File: src/core/sram_ctl_pkg.sv
// Shared constants for the asynchronous byte-wide memory controller
package sram_ctl_pkg;
   localparam int CLK_PERIOD_NS = 8;
   localparam int ADDR_W = 19;
   localparam int DATA_W = 8;
   // Times in ns as printed
   localparam int READ_CYCLE_MIN_NS = 55;
   localparam int WRITE_CYCLE_MIN_NS = 55;
   localparam int WRITE_PULSE_MIN_NS = 35;
   localparam int SELECT_TO_END_NS = 40;
   localparam int DATA_SETUP_NS = 25;
   localparam int OE_TO_DATA_NS = 25;
   localparam int FLOAT_MAX_NS = 20;
   // Least times round up to whole cycles
   localparam int READ_CYCLE_MIN =
      (READ_CYCLE_MIN_NS + CLK_PERIOD_NS - 1) / CLK_PERIOD_NS;
   localparam int WRITE_CYCLE_MIN =
      (WRITE_CYCLE_MIN_NS + CLK_PERIOD_NS - 1) / CLK_PERIOD_NS;
   localparam int WRITE_PULSE_MIN =
      (WRITE_PULSE_MIN_NS + CLK_PERIOD_NS - 1) / CLK_PERIOD_NS;
   localparam int SELECT_TO_END =
      (SELECT_TO_END_NS + CLK_PERIOD_NS - 1) / CLK_PERIOD_NS;
   localparam int DATA_SETUP =
      (DATA_SETUP_NS + CLK_PERIOD_NS - 1) / CLK_PERIOD_NS;
   localparam int FLOAT_WAIT =
      (FLOAT_MAX_NS + CLK_PERIOD_NS - 1) / CLK_PERIOD_NS;
   // One-hot-free binary state codes
   typedef enum logic [2:0] {
      ST_IDLE = 3'h0,
      ST_READ = 3'h1,
      ST_WFLOAT = 3'h2,
      ST_WRITE = 3'h3,
      ST_WEND = 3'h4,
      ST_RECOVER = 3'h5
   } state_t;
endpackage

File: src/core/sram_ctl.sv
// Controller driving an asynchronous byte-wide static memory
// Overview of operation
// Write happens while select and strobe low; data latched at first rise.
// Memory drives data only with select, output enable low, strobe high.
// Each read cycle lasts at least 55 ns.
// Read data valid within 55 ns of select low or address.
// Read data valid within 25 ns of output enable low.
// Memory holds old read data at least 10 ns after address change.
// Memory drivers leave high impedance no sooner than 10 ns after select.
// Memory drivers float within 20 ns after select rises.
// Drivers float within 20 ns of enable rise; not active before 5 ns.
// Write cycle at least 55 ns, write strobe low at least 35 ns.
// Select low and address stable 40 ns before write end.
// Write data valid 25 ns before write end; hold 0 ns.
// Address setup, hold and recovery around writes are 0 ns.
// Memory floats its drivers within 20 ns after strobe falls.
// Memory re-enables drivers no sooner than 5 ns after write end.
// Select or strobe high whenever the address changes.
// Write ends when select or strobe returns high.
// Address valid no later than select falling in a read.
// Write strobe stays high throughout every read.
// Chip may be deselected on entering retention, gap 0.
// After retention, wait one read cycle before a new access.
// Memory is 524288 bytes, 19 address lines, 8-bit two-way port.
`timescale 1ns/1ps
module sram_ctl #(
   parameter int ADDR_W = sram_ctl_pkg::ADDR_W,
   parameter int DATA_W = sram_ctl_pkg::DATA_W
) (
   // Clock and reset
   input wire logic REF_CLK,
   input wire logic RESETN,
   // User request side
   input wire logic REQ_VALID,
   input wire logic REQ_WRITE,
   input wire logic [ADDR_W-1:0] REQ_ADDR,
   input wire logic [DATA_W-1:0] REQ_WDATA,
   input wire logic RETAIN,
   output logic REQ_READY,
   output logic RD_VALID,
   output logic [DATA_W-1:0] RD_DATA,
   // Memory pins
   output logic [ADDR_W-1:0] MEM_ADDR,
   output logic MEM_CS_N,
   output logic MEM_WE_N,
   output logic MEM_OE_N,
   input wire logic [DATA_W-1:0] DATA_PORT_I,
   output logic [DATA_W-1:0] DATA_PORT_O,
   output logic DATA_PORT_OE
);
   localparam int CW = 4;
   localparam logic [CW-1:0] RD_LAST = CW'(sram_ctl_pkg::READ_CYCLE_MIN + 3);
   localparam logic [CW-1:0] FLT_LAST = CW'(sram_ctl_pkg::FLOAT_WAIT);
   localparam logic [CW-1:0] WP_LAST = CW'(sram_ctl_pkg::WRITE_PULSE_MIN);
   localparam logic [CW-1:0] REC_LAST = CW'(sram_ctl_pkg::READ_CYCLE_MIN);

   sram_ctl_pkg::state_t state_q, state_d;
   logic [CW-1:0] cnt_q, cnt_d;
   logic [ADDR_W-1:0] addr_q, addr_d;
   logic [DATA_W-1:0] wdata_q, wdata_d, rdata_q, rdata_d;
   logic cs_n_q, cs_n_d, we_n_q, we_n_d, oe_n_q, oe_n_d, doe_q, doe_d;
   logic ready_q, ready_d, rvalid_q, rvalid_d, retain_q;
   logic [DATA_W-1:0] din_sync;
   logic [0:0] retain_sync;

   // Read data comes from a pin, so it passes the three-stage filter
   sram_sync3 #(.W(DATA_W)) u_dsync (
      .clk(REF_CLK),
      .rst_n(RESETN),
      .din(DATA_PORT_I),
      .dout(din_sync)
   );

   // Retention request may be asynchronous too
   sram_sync3 #(.W(1)) u_rsync (
      .clk(REF_CLK),
      .rst_n(RESETN),
      .din(RETAIN),
      .dout(retain_sync)
   );

   // Sequencer: one access at a time, all strobes from flops
   always_comb begin
      state_d = state_q;
      cnt_d = cnt_q + CW'(1);
      addr_d = addr_q;
      wdata_d = wdata_q;
      rdata_d = rdata_q;
      cs_n_d = cs_n_q;
      we_n_d = we_n_q;
      oe_n_d = oe_n_q;
      doe_d = doe_q;
      ready_d = 1'b0;
      rvalid_d = 1'b0;
      case (state_q)
         sram_ctl_pkg::ST_IDLE: begin
            cnt_d = '0;
            cs_n_d = 1'b1;
            oe_n_d = 1'b1;
            we_n_d = 1'b1;
            doe_d = 1'b0;
            if (retain_sync[0]) begin
               state_d = sram_ctl_pkg::ST_RECOVER;
            end else if (REQ_VALID && ready_q) begin
               // Address set while select high, so no write sees it move
               addr_d = REQ_ADDR;
               wdata_d = REQ_WDATA;
               if (REQ_WRITE) begin
                  cs_n_d = 1'b0;
                  state_d = sram_ctl_pkg::ST_WFLOAT;
               end else begin
                  cs_n_d = 1'b0;
                  oe_n_d = 1'b0;
                  state_d = sram_ctl_pkg::ST_READ;
               end
            end else begin
               ready_d = 1'b1;
            end
         end
         sram_ctl_pkg::ST_READ: begin
            // Extra cycles cover the input filter latency
            if (cnt_q == RD_LAST) begin
               rdata_d = din_sync;
               rvalid_d = 1'b1;
               cs_n_d = 1'b1;
               oe_n_d = 1'b1;
               cnt_d = '0;
               state_d = sram_ctl_pkg::ST_WEND;
            end
         end
         sram_ctl_pkg::ST_WFLOAT: begin
            // Strobe low right away; we drive only after the memory floats
            we_n_d = 1'b0;
            if (cnt_q == FLT_LAST) begin
               doe_d = 1'b1;
               cnt_d = '0;
               state_d = sram_ctl_pkg::ST_WRITE;
            end
         end
         sram_ctl_pkg::ST_WRITE: begin
            // Pulse counted from data drive gives data setup as well
            if (cnt_q == WP_LAST) begin
               we_n_d = 1'b1;
               cs_n_d = 1'b1;
               cnt_d = '0;
               state_d = sram_ctl_pkg::ST_WEND;
            end
         end
         sram_ctl_pkg::ST_WEND: begin
            // Data held one cycle past the strobe rise, then released
            doe_d = 1'b0;
            state_d = sram_ctl_pkg::ST_IDLE;
            ready_d = 1'b1;
         end
         sram_ctl_pkg::ST_RECOVER: begin
            cs_n_d = 1'b1;
            if (retain_sync[0]) begin
               cnt_d = '0;
            end else if (cnt_q == REC_LAST) begin
               state_d = sram_ctl_pkg::ST_IDLE;
               ready_d = 1'b1;
            end
         end
         default: begin
            state_d = sram_ctl_pkg::ST_IDLE;
         end
      endcase
   end

   always_ff @(posedge REF_CLK or negedge RESETN) begin
      if (!RESETN) begin
         state_q <= sram_ctl_pkg::ST_IDLE;
         cnt_q <= '0;
         addr_q <= '0;
         wdata_q <= '0;
         rdata_q <= '0;
         cs_n_q <= 1'b1;
         we_n_q <= 1'b1;
         oe_n_q <= 1'b1;
         doe_q <= 1'b0;
         ready_q <= 1'b0;
         rvalid_q <= 1'b0;
      end else begin
         state_q <= state_d;
         cnt_q <= cnt_d;
         addr_q <= addr_d;
         wdata_q <= wdata_d;
         rdata_q <= rdata_d;
         cs_n_q <= cs_n_d;
         we_n_q <= we_n_d;
         oe_n_q <= oe_n_d;
         doe_q <= doe_d;
         ready_q <= ready_d;
         rvalid_q <= rvalid_d;
      end
   end

   assign retain_q = retain_sync[0];
   assign MEM_ADDR = addr_q;
   assign MEM_CS_N = cs_n_q;
   assign MEM_WE_N = we_n_q;
   assign MEM_OE_N = oe_n_q;
   assign DATA_PORT_O = wdata_q;
   assign DATA_PORT_OE = doe_q;
   assign REQ_READY = ready_q;
   assign RD_VALID = rvalid_q;
   assign RD_DATA = rdata_q;

   // Checks on the driven pins
   chk_addr_stable: assert property (@(posedge REF_CLK) disable iff (!RESETN)
      !$stable(MEM_ADDR) |-> $past(MEM_CS_N))
      else $error("address moved while selected");
   chk_read_strobe: assert property (@(posedge REF_CLK) disable iff (!RESETN)
      !MEM_OE_N |-> MEM_WE_N)
      else $error("write strobe low during read");
   chk_write_pulse: assert property (@(posedge REF_CLK) disable iff (!RESETN)
      $fell(MEM_WE_N) |-> !MEM_WE_N [*8])
      else $error("write pulse too short");
   chk_select_write: assert property (@(posedge REF_CLK) disable iff (!RESETN)
      !MEM_WE_N |-> !MEM_CS_N)
      else $error("strobe low without select");
   chk_data_setup: assert property (@(posedge REF_CLK) disable iff (!RESETN)
      $rose(MEM_WE_N) |-> $past(DATA_PORT_OE, 4))
      else $error("write data set up too late");
   chk_no_contend: assert property (@(posedge REF_CLK) disable iff (!RESETN)
      DATA_PORT_OE |-> MEM_OE_N)
      else $error("drive while memory may drive");
   chk_read_length: assert property (@(posedge REF_CLK) disable iff (!RESETN)
      $fell(MEM_OE_N) |-> !MEM_OE_N [*8])
      else $error("read cycle too short");
   chk_write_end: assert property (@(posedge REF_CLK) disable iff (!RESETN)
      $rose(MEM_WE_N) |-> MEM_CS_N && DATA_PORT_OE)
      else $error("write end not clean");
   chk_retain_sel: assert property (@(posedge REF_CLK) disable iff (!RESETN)
      state_q == sram_ctl_pkg::ST_RECOVER |-> MEM_CS_N)
      else $error("selected in retention");
   chk_recover_wait: assert property (@(posedge REF_CLK) disable iff (!RESETN)
      $fell(retain_q) && state_q == sram_ctl_pkg::ST_RECOVER
      |-> !REQ_READY [*7])
      else $error("access too soon after retention");
   cov_read: cover property (@(posedge REF_CLK) RD_VALID);
   cov_write: cover property (@(posedge REF_CLK) $rose(MEM_WE_N));
   cov_retain: cover property (@(posedge REF_CLK)
      state_q == sram_ctl_pkg::ST_RECOVER);
endmodule

File: src/core/sram_sync3.sv
// Three-stage input filter; a change counts once stages two and three agree
`timescale 1ns/1ps
module sram_sync3 #(
   parameter int W = 8
) (
   input wire logic clk,
   input wire logic rst_n,
   input wire logic [W-1:0] din,
   output logic [W-1:0] dout
);
   logic [W-1:0] s1_q, s2_q, s3_q, out_q;
   logic [W-1:0] out_d;

   // Accept a bit only once two later stages agree
   always_comb begin
      for (int i = 0; i < W; i++) begin
         out_d[i] = (s2_q[i] == s3_q[i]) ? s3_q[i] : out_q[i];
      end
   end

   always_ff @(posedge clk or negedge rst_n) begin
      if (!rst_n) begin
         s1_q <= '0;
         s2_q <= '0;
         s3_q <= '0;
         out_q <= '0;
      end else begin
         s1_q <= din;
         s2_q <= s1_q;
         s3_q <= s2_q;
         out_q <= out_d;
      end
   end

   assign dout = out_q;
endmodule

File: config.mk
export PLATFORM = sky130hd
export DESIGN_NAME = sram_ctl
export DESIGN_NICKNAME = d
export VERILOG_FILES = /design/src/core/sram_ctl_pkg.sv /design/src/core/sram_ctl.sv /design/src/core/sram_sync3.sv
export SDC_FILE = /design/constraint.sdc
export NUM_CORES = 1
export LEC_CHECK = 0
export BUFFER_PORTS_ARGS = -buffer_cell sky130_fd_sc_hd__buf_2
export CORE_ASPECT_RATIO = 1.2
export CORE_UTILIZATION = 32
export DETAILED_ROUTE_END_ITERATION = 10
export PLACE_DENSITY = 0.49
export SYNTH_ARGS = -nofsm -noshare
export SYNTH_HDL_FRONTEND = slang
export SYNTH_SLANG_ARGS = --single-unit
File: constraint.sdc
create_clock -name REF_CLK -period 3.4 [get_ports REF_CLK]
set_input_delay 0.68 -clock REF_CLK [delete_from_list [all_inputs] [get_ports REF_CLK]]
set_output_delay 0.68 -clock REF_CLK [all_outputs]
set_load 0.03 [all_outputs]
==> reports/results.txt, run 1 <==
worst hold path class -> reg -> reg
post-synthesis async set-or-reset flop share -> 1.00
Tot GR Track Use -> 0.119
Post-Layout Cell Count -> 412
Final nets -> 330
sequential share of the synthesized area -> 0.680
Routed wire per std cell -> 12.8 um
Critical Path RT -> 3.64 ns
Final Skew -> 0.0135 ns
IO Pins -> 81
Buffers on Ports -> 80
worst-case clock buffer depth -> 2
headroom to the max-slew limit -> 0.308
Placed Cells -> 396
final period utilization -> 0.638
post-DP HPWL -> 3.46 mm
Die W -> 91.8 um
Final Hold Vio Count -> 0
Peak supply drop -> 0.374 mV
share of layout cells above drive strength 1 -> 0.479
Seq. cell area -> 2110 um2
clk slew on worst S/H paths -> 0.09 ns
RSZ-0062 raised after global routing -> false
Post CTS Setup Buffer Count -> 0
Die ar. -> 10100 um2
H-tree depth -> 3
syn nets -> 244
Seq cells post-synth -> 84
Site Rows -> 38
vias per cell -> 4.42
Clk Latency, worst-skew pair -> 0.36 ns
Worst EP arrival -> 2.40 ns
Distinct cells, synth -> 39
Area Overhead vs Synth -> 23.8%
Final Setup Violations -> 0
outcome -> finished, final reports clean
Least-Margin Pin Slew -> 1.04 ns
critical path peak fanout -> 18
first-pass GRT wire length -> 9.04 mm
largest net degree at the start of global routing -> 85
starting density of the core -> 0.336
Synth Cell Area -> 3100 um2
Post-CTS Resized -> 0
hold buffers post-CTS -> 0
number of diodes -> 0
antenna viol nets, final -> 0
clock sink total -> 84
kind of critical path -> reg -> reg
Congestion Overflow GR -> 0
Max-Cap Viols -> 0
core area -> 9220 um2
Mean Syn Cell Area -> 15.4 um2
DRC -> 0
initial antenna violation count -> 0
top_reg_cell synth -> dfrtp_1
Syn Inst Count -> 201
height of the chip -> 110 um
clk root buf -> clkbuf_8
Fillers -> 915
Leak -> 1.83 nW
pwr dens -> 827 nW/um2
Post-synth EDFFs -> 0
CP Capture Type -> flop
Vias -> 1821
fmax -> 0.461 GHz
vias in the first global route -> 1886
initial DRC count -> 46
Multi-input gate area -> 933 um2
synth warn -> 0
Final min period -> 2.17 ns
setup TNS -> 0 ns
Final Slew Violations -> 0
Setup crit start kind -> flop
Total Wirelength -> 5.26 mm
Pre-antenna DRT Iters -> 4
TritonCTS Buffers -> 9
TritonCTS clock tree -> built
Routability Congestion -> 0.757
-- layout make-up --
class,count,share of cell area
tap,120,0.0392
clock inverter,4,0.0144
inverter,3,0.00294
sequential,84,0.550
timing repair buffer,81,0.107
multi-input combinational,108,0.244
clock buffer,12,0.0431
-- final timing paths --
check                                 from         endpoint  slack, ns  depth (start not counted)
setup / recovery                state_q[0]      MEM_ADDR[1]       1.23                          4
setup reg to reg                state_q[0]      MEM_ADDR[1]       1.23                          4
hold / removal             u_dsync.s1_q[5]  u_dsync.s2_q[5]       0.35                          0
min in group asynchronous           RESETN  u_dsync.dout[4]       0.49                          1
max in group asynchronous           RESETN      MEM_ADDR[2]       2.21                          1
hold reg to reg            u_dsync.s1_q[5]  u_dsync.s2_q[5]       0.35                          0
-- power breakdown --
part | internal, mW | total [mW] | switching [mW]
Combinational | 0.388 | 1.01 | 0.626
Clock | 0.404 | 0.763 | 0.360
Sequential | 1.23 | 1.39 | 0.159
-- cells in the final DEF (no fill, tap or decap), drive strengths merged, types with 3 or more instances in the layout --
cell type	n
ha	3
clkbuf	12
a21oi	8
dfrtp	81
maj3	9
nor2	14
nand2	6
inv	4
buf	81
mux2	35
dfstp	3
nor3	5
-- stage by stage --
step	utilization	power (mW)	hold WS (ns)	setup WS (ns)	area, um2
after floorplan	-	2.15	0.331	1.66	3100
after global placement	0.391	2.43	0.334	1.08	3610
after detailed placement	0.391	2.44	0.335	1.06	3610
after CTS	0.415	3.22	0.354	1.19	3830
after global routing	0.415	3.37	0.357	1.09	3830
final	0.415	3.17	0.350	1.23	3830
-- registers in the layout, summed over array words and instances (netlist names), 3 cells and up --
name / flops
cnt_q: 4
u_dsync.s2_q: 8
u_dsync.dout: 8
u_dsync.s1_q: 8
state_q: 3
u_dsync.s3_q: 8
RD_DATA: 8
MEM_ADDR: 19
DATA_PORT_O: 8
-- cell families (layout without fill, tap and decap cells) --
family                   Yosys count  after routing  synth area share
flip-flops                        84             84             0.680
multiplexers                      35             35             0.137
XOR/XNOR                           2              2           0.00566
AND/OR/NAND/NOR                   41             41            0.0772
AO/OA/AOI/OAI                     18             18            0.0404
adder cells (fa/ha/maj)           12             12            0.0412
buffers and inverters              9            100            0.0182
-- critical path: stages (launching register included) --
cell and delay, ns:
dfrtp_1 0.54, nor3_2 0.29, and2_1 0.48, buf_4 0.36, mux2_2 0.37
-- cells in the mapped netlist (3+ instances only) --
cell,instances,area (um2)
maj3_1,9,90.1
mux2_4,8,120
nand2_1,6,22.5
ha_1,3,37.5
inv_1,3,11.3
dfrtp_1,81,2030
a21oi_1,8,40.0
nor2_1,13,48.8
nor3_1,4,20.0
mux2_2,27,304
dfstp_2,3,78.8
-- layer usage --
layer / share of wire / track usage
met1: 0.45 / 0.143
met2: 0.47 / 0.191
met3: 0.051 / 0.0318
met4: 0.029 / 0.0804
met5: 0 / 0
Note: power is estimated with default switching activity, not from simulation.
==> inputs of run 2 (changes only) <==
- ABC_AREA: not set -> 1
- clock period: 3.4 -> 2.13 ns (I/O delays scaled with it)
==> reports/results.txt, run 2 <==
Comb pwr share -> 0.325 (+0.005)
part of the power in the clock network -> 0.275 (+0.034)
vias in the first global route -> 2205 (+17%)
Top delay family on crit path -> flip-flops
Vias -> 2209 (+21%)
kind of critical path -> reg -> out
starting density of the core -> 0.330 (-0.00515)
CP Cell Sequence -> buf_2
critical path peak fanout -> 2 (-16)
first-pass GRT wire length -> 10.3 mm (+14%)
Routed wire per std cell -> 12.1 um (-5.2%)
sw power -> 2.14 mW (+87%)
Max-Cap Viols -> 0 (unchanged)
Routability Congestion -> 0.808 (+6.8%)
worst-case clock buffer depth -> 2 (unchanged)
Least-Margin Pin Slew -> 0.543 ns (-0.496 ns)
syn nets -> 342 (+40%)
TritonCTS Buffers -> 9 (unchanged)
post-DP HPWL -> 4.30 mm (+24%)
synth warn -> 0 (unchanged)
number of diodes -> 0 (unchanged)
crit path buf inv count -> 1 (unchanged)
clk slew on worst S/H paths -> 0.06 ns (-0.03 ns)
Seq cells post-synth -> 84 (unchanged)
Crit path largest cell delay -> 0.55 ns (about the same)
Final Setup Violations -> 0 (unchanged)
Total Wirelength -> 6.22 mm (+18%)
setup TNS -> 0 ns (unchanged)
max reg flops -> 19 (unchanged)
Post-synth EDFFs -> 0 (unchanged)
Die ar. -> 10200 um2 (+1.5%)
Leak -> 2.12 nW (+16%)
Die W -> 92.5 um (+0.77%)
height of the chip -> 111 um (+0.77%)
core area -> 9520 um2 (+3.2%)
Final Slew Violations -> 0 (unchanged)
share of layout cells above drive strength 1 -> 0.294 (-0.185)
Pre-antenna DRT Iters -> 4 (unchanged)
Post-CTS Resized -> 0 (unchanged)
post-synthesis async set-or-reset flop share -> 1.00 (unchanged)
clk root buf -> clkbuf_16
Reg power frac -> 0.400 (-0.039)
outcome -> finished, final reports clean
Post-DP Area -> 3680 um2 (+1.9%)
Final Skew -> 0.00377 ns (-0.00973 ns)
Site Rows -> 39 (+2.6%)
pwr dens -> 1400 nW/um2 (+69%)
worst hold path class -> in -> async
Congestion Overflow GR -> 0 (unchanged)
fmax -> 0.669 GHz
top-count cell post-synth -> nand2_1
Critical Path RT -> 1.70 ns (-1.94 ns)
Setup crit start kind -> flop
internal power -> 3.42 mW (+69%)
Final Hold Vio Count -> 0 (unchanged)
Distinct cells, synth -> 25 (-36%)
Final Instance Area -> 3970 um2 (+3.7%)
Fillers -> 978 (+6.9%)
Post CTS Setup Buffer Count -> 0 (unchanged)
commonest cells in the netlist -> 104 x nand2_1, 81 x dfrtp_1, 36 x nand3_1
Mean Syn Cell Area -> 10.5 um2 (-32%)
clock sink total -> 84 (unchanged)
CP Capture Type -> output port
final period utilization -> 0.702
Synth top area share -> 0.645 (-0.0102)
largest net degree at the start of global routing -> 40 (-53%)
switching share of power -> 0.384 (+0.0233)
most frequent cells in the layout -> 104 x nand2_1, 81 x dfrtp_1, 79 x buf_2, 36 x nand3_1
initial DRC count -> 152 (+230%)
DRC -> 0 (unchanged)
Worst EP arrival -> 1.07 ns (-1.33 ns)
Final min period -> 1.49 ns
ranking of synthesized cells by area -> dfrtp_1 64%, nand2_1 12%, nand3_1 5.7%
sequential share of the synthesized area -> 0.670 (-0.0106)
commonest non-fill, non-tap cell in the layout -> nand2_1
Final nets -> 429 (+30%)
TritonCTS clock tree -> built
H-tree depth -> 3 (unchanged)
Synth Cell Area -> 3140 um2 (+1.6%)
RSZ-0062 raised after global routing -> false
total power draw -> 5.56 mW (+75%)
Tot GR Track Use -> 0.133 (+0.0135)
Clk Latency, worst-skew pair -> 0.33 ns (-0.03 ns)
IO Pins -> 81 (unchanged)
antenna viol nets, final -> 0 (unchanged)
hold buffers post-CTS -> 0 (unchanged)
initial antenna violation count -> 0 (unchanged)
Peak supply drop -> 0.655 mV (+75%)
Area Overhead vs Synth -> 26.3%
slowest stage cell, crit path -> dfstp_2
top_reg_cell synth -> dfrtp_1
dominant cell type by area after synthesis -> dfrtp_1
Buffers on Ports -> 80 (unchanged)
vias per cell -> 4.30 (-2.8%)
Syn Inst Count -> 299 (+49%)
headroom to the max-slew limit -> 0.638 (+0.330)
-- run 2: area by class of cell --
| cell class | count | area (um2) | area share |
|---|---|---|---|
| Clock inverter | 5 | 61.3 | 0.0154 |
| Multi-Input combinational cell | 188 | 898 | 0.226 |
| Timing Repair Buffer | 85 | 453 | 0.114 |
| Inverter | 18 | 67.6 | 0.0170 |
| Tap cell | 123 | 154 | 0.0387 |
| Sequential cell | 84 | 2110 | 0.530 |
| Clock buffer | 11 | 233 | 0.0586 |
-- run 2: path summary, 6_finish.rpt --
path                                  from               to  slack [ns]  cells past startpoint
max                               MEM_CS_N         MEM_CS_N        0.64                      1
min                                 RESETN     DATA_PORT_OE        0.08                      1
max reg2reg                       cnt_q[0]         cnt_q[0]        0.67                      8
min reg2reg                u_dsync.s1_q[4]  u_dsync.s2_q[4]        0.35                      0
max in group asynchronous           RESETN     u_rsync.dout        1.47                      2
min in group REF_CLK        DATA_PORT_I[7]  u_dsync.s1_q[7]        0.20                      1
-- run 2: power groups by stage --
stage	Combinational (mW)	Clock [mW]	Sequential, mW
final	1.81	1.53	2.22
after global routing	2.02	1.64	2.27
after CTS	1.84	1.57	2.23
after detailed placement	1.84	0	2.25
after global placement	1.82	0	2.25
after floorplan	0.817	0	2.76
-- run 2: kinds of logic (layout without fill, tap and decap cells) --
group	after synthesis	after routing	synth area share
xor gates and xnor gates	1	1	0.00279
AOI/OAI and AO/OA	11	11	0.0199
buffers and inverters	27	119	0.0454
DFF	84	84	0.670
adders and majority gates	12	12	0.0406
and+or+nand+nor	164	164	0.222
-- run 2: metrics by stage --
step	worst slack (ns)	utilization	hold slack, ns	std cells
after floorplan	0.733	-	0.130	299
after detailed placement	0.668	0.387	0.335	498
after global routing	0.424	0.417	0.114	514
after CTS	0.616	0.417	0.0856	514
after global placement	0.702	0.387	0.332	498
final	0.635	0.417	0.0764	514
-- run 2: routing by layer --
layer | track usage | vias up | share of wire | wire length, um
met4 | 0.0719 | 0 | 0.018 | 111
met1 | 0.167 | 1036 | 0.46 | 2880
met2 | 0.202 | 48 | 0.47 | 2910
met5 | 0 | - | 0 | 0
li1 | - | 1118 | - | -
met3 | 0.0420 | 7 | 0.052 | 325
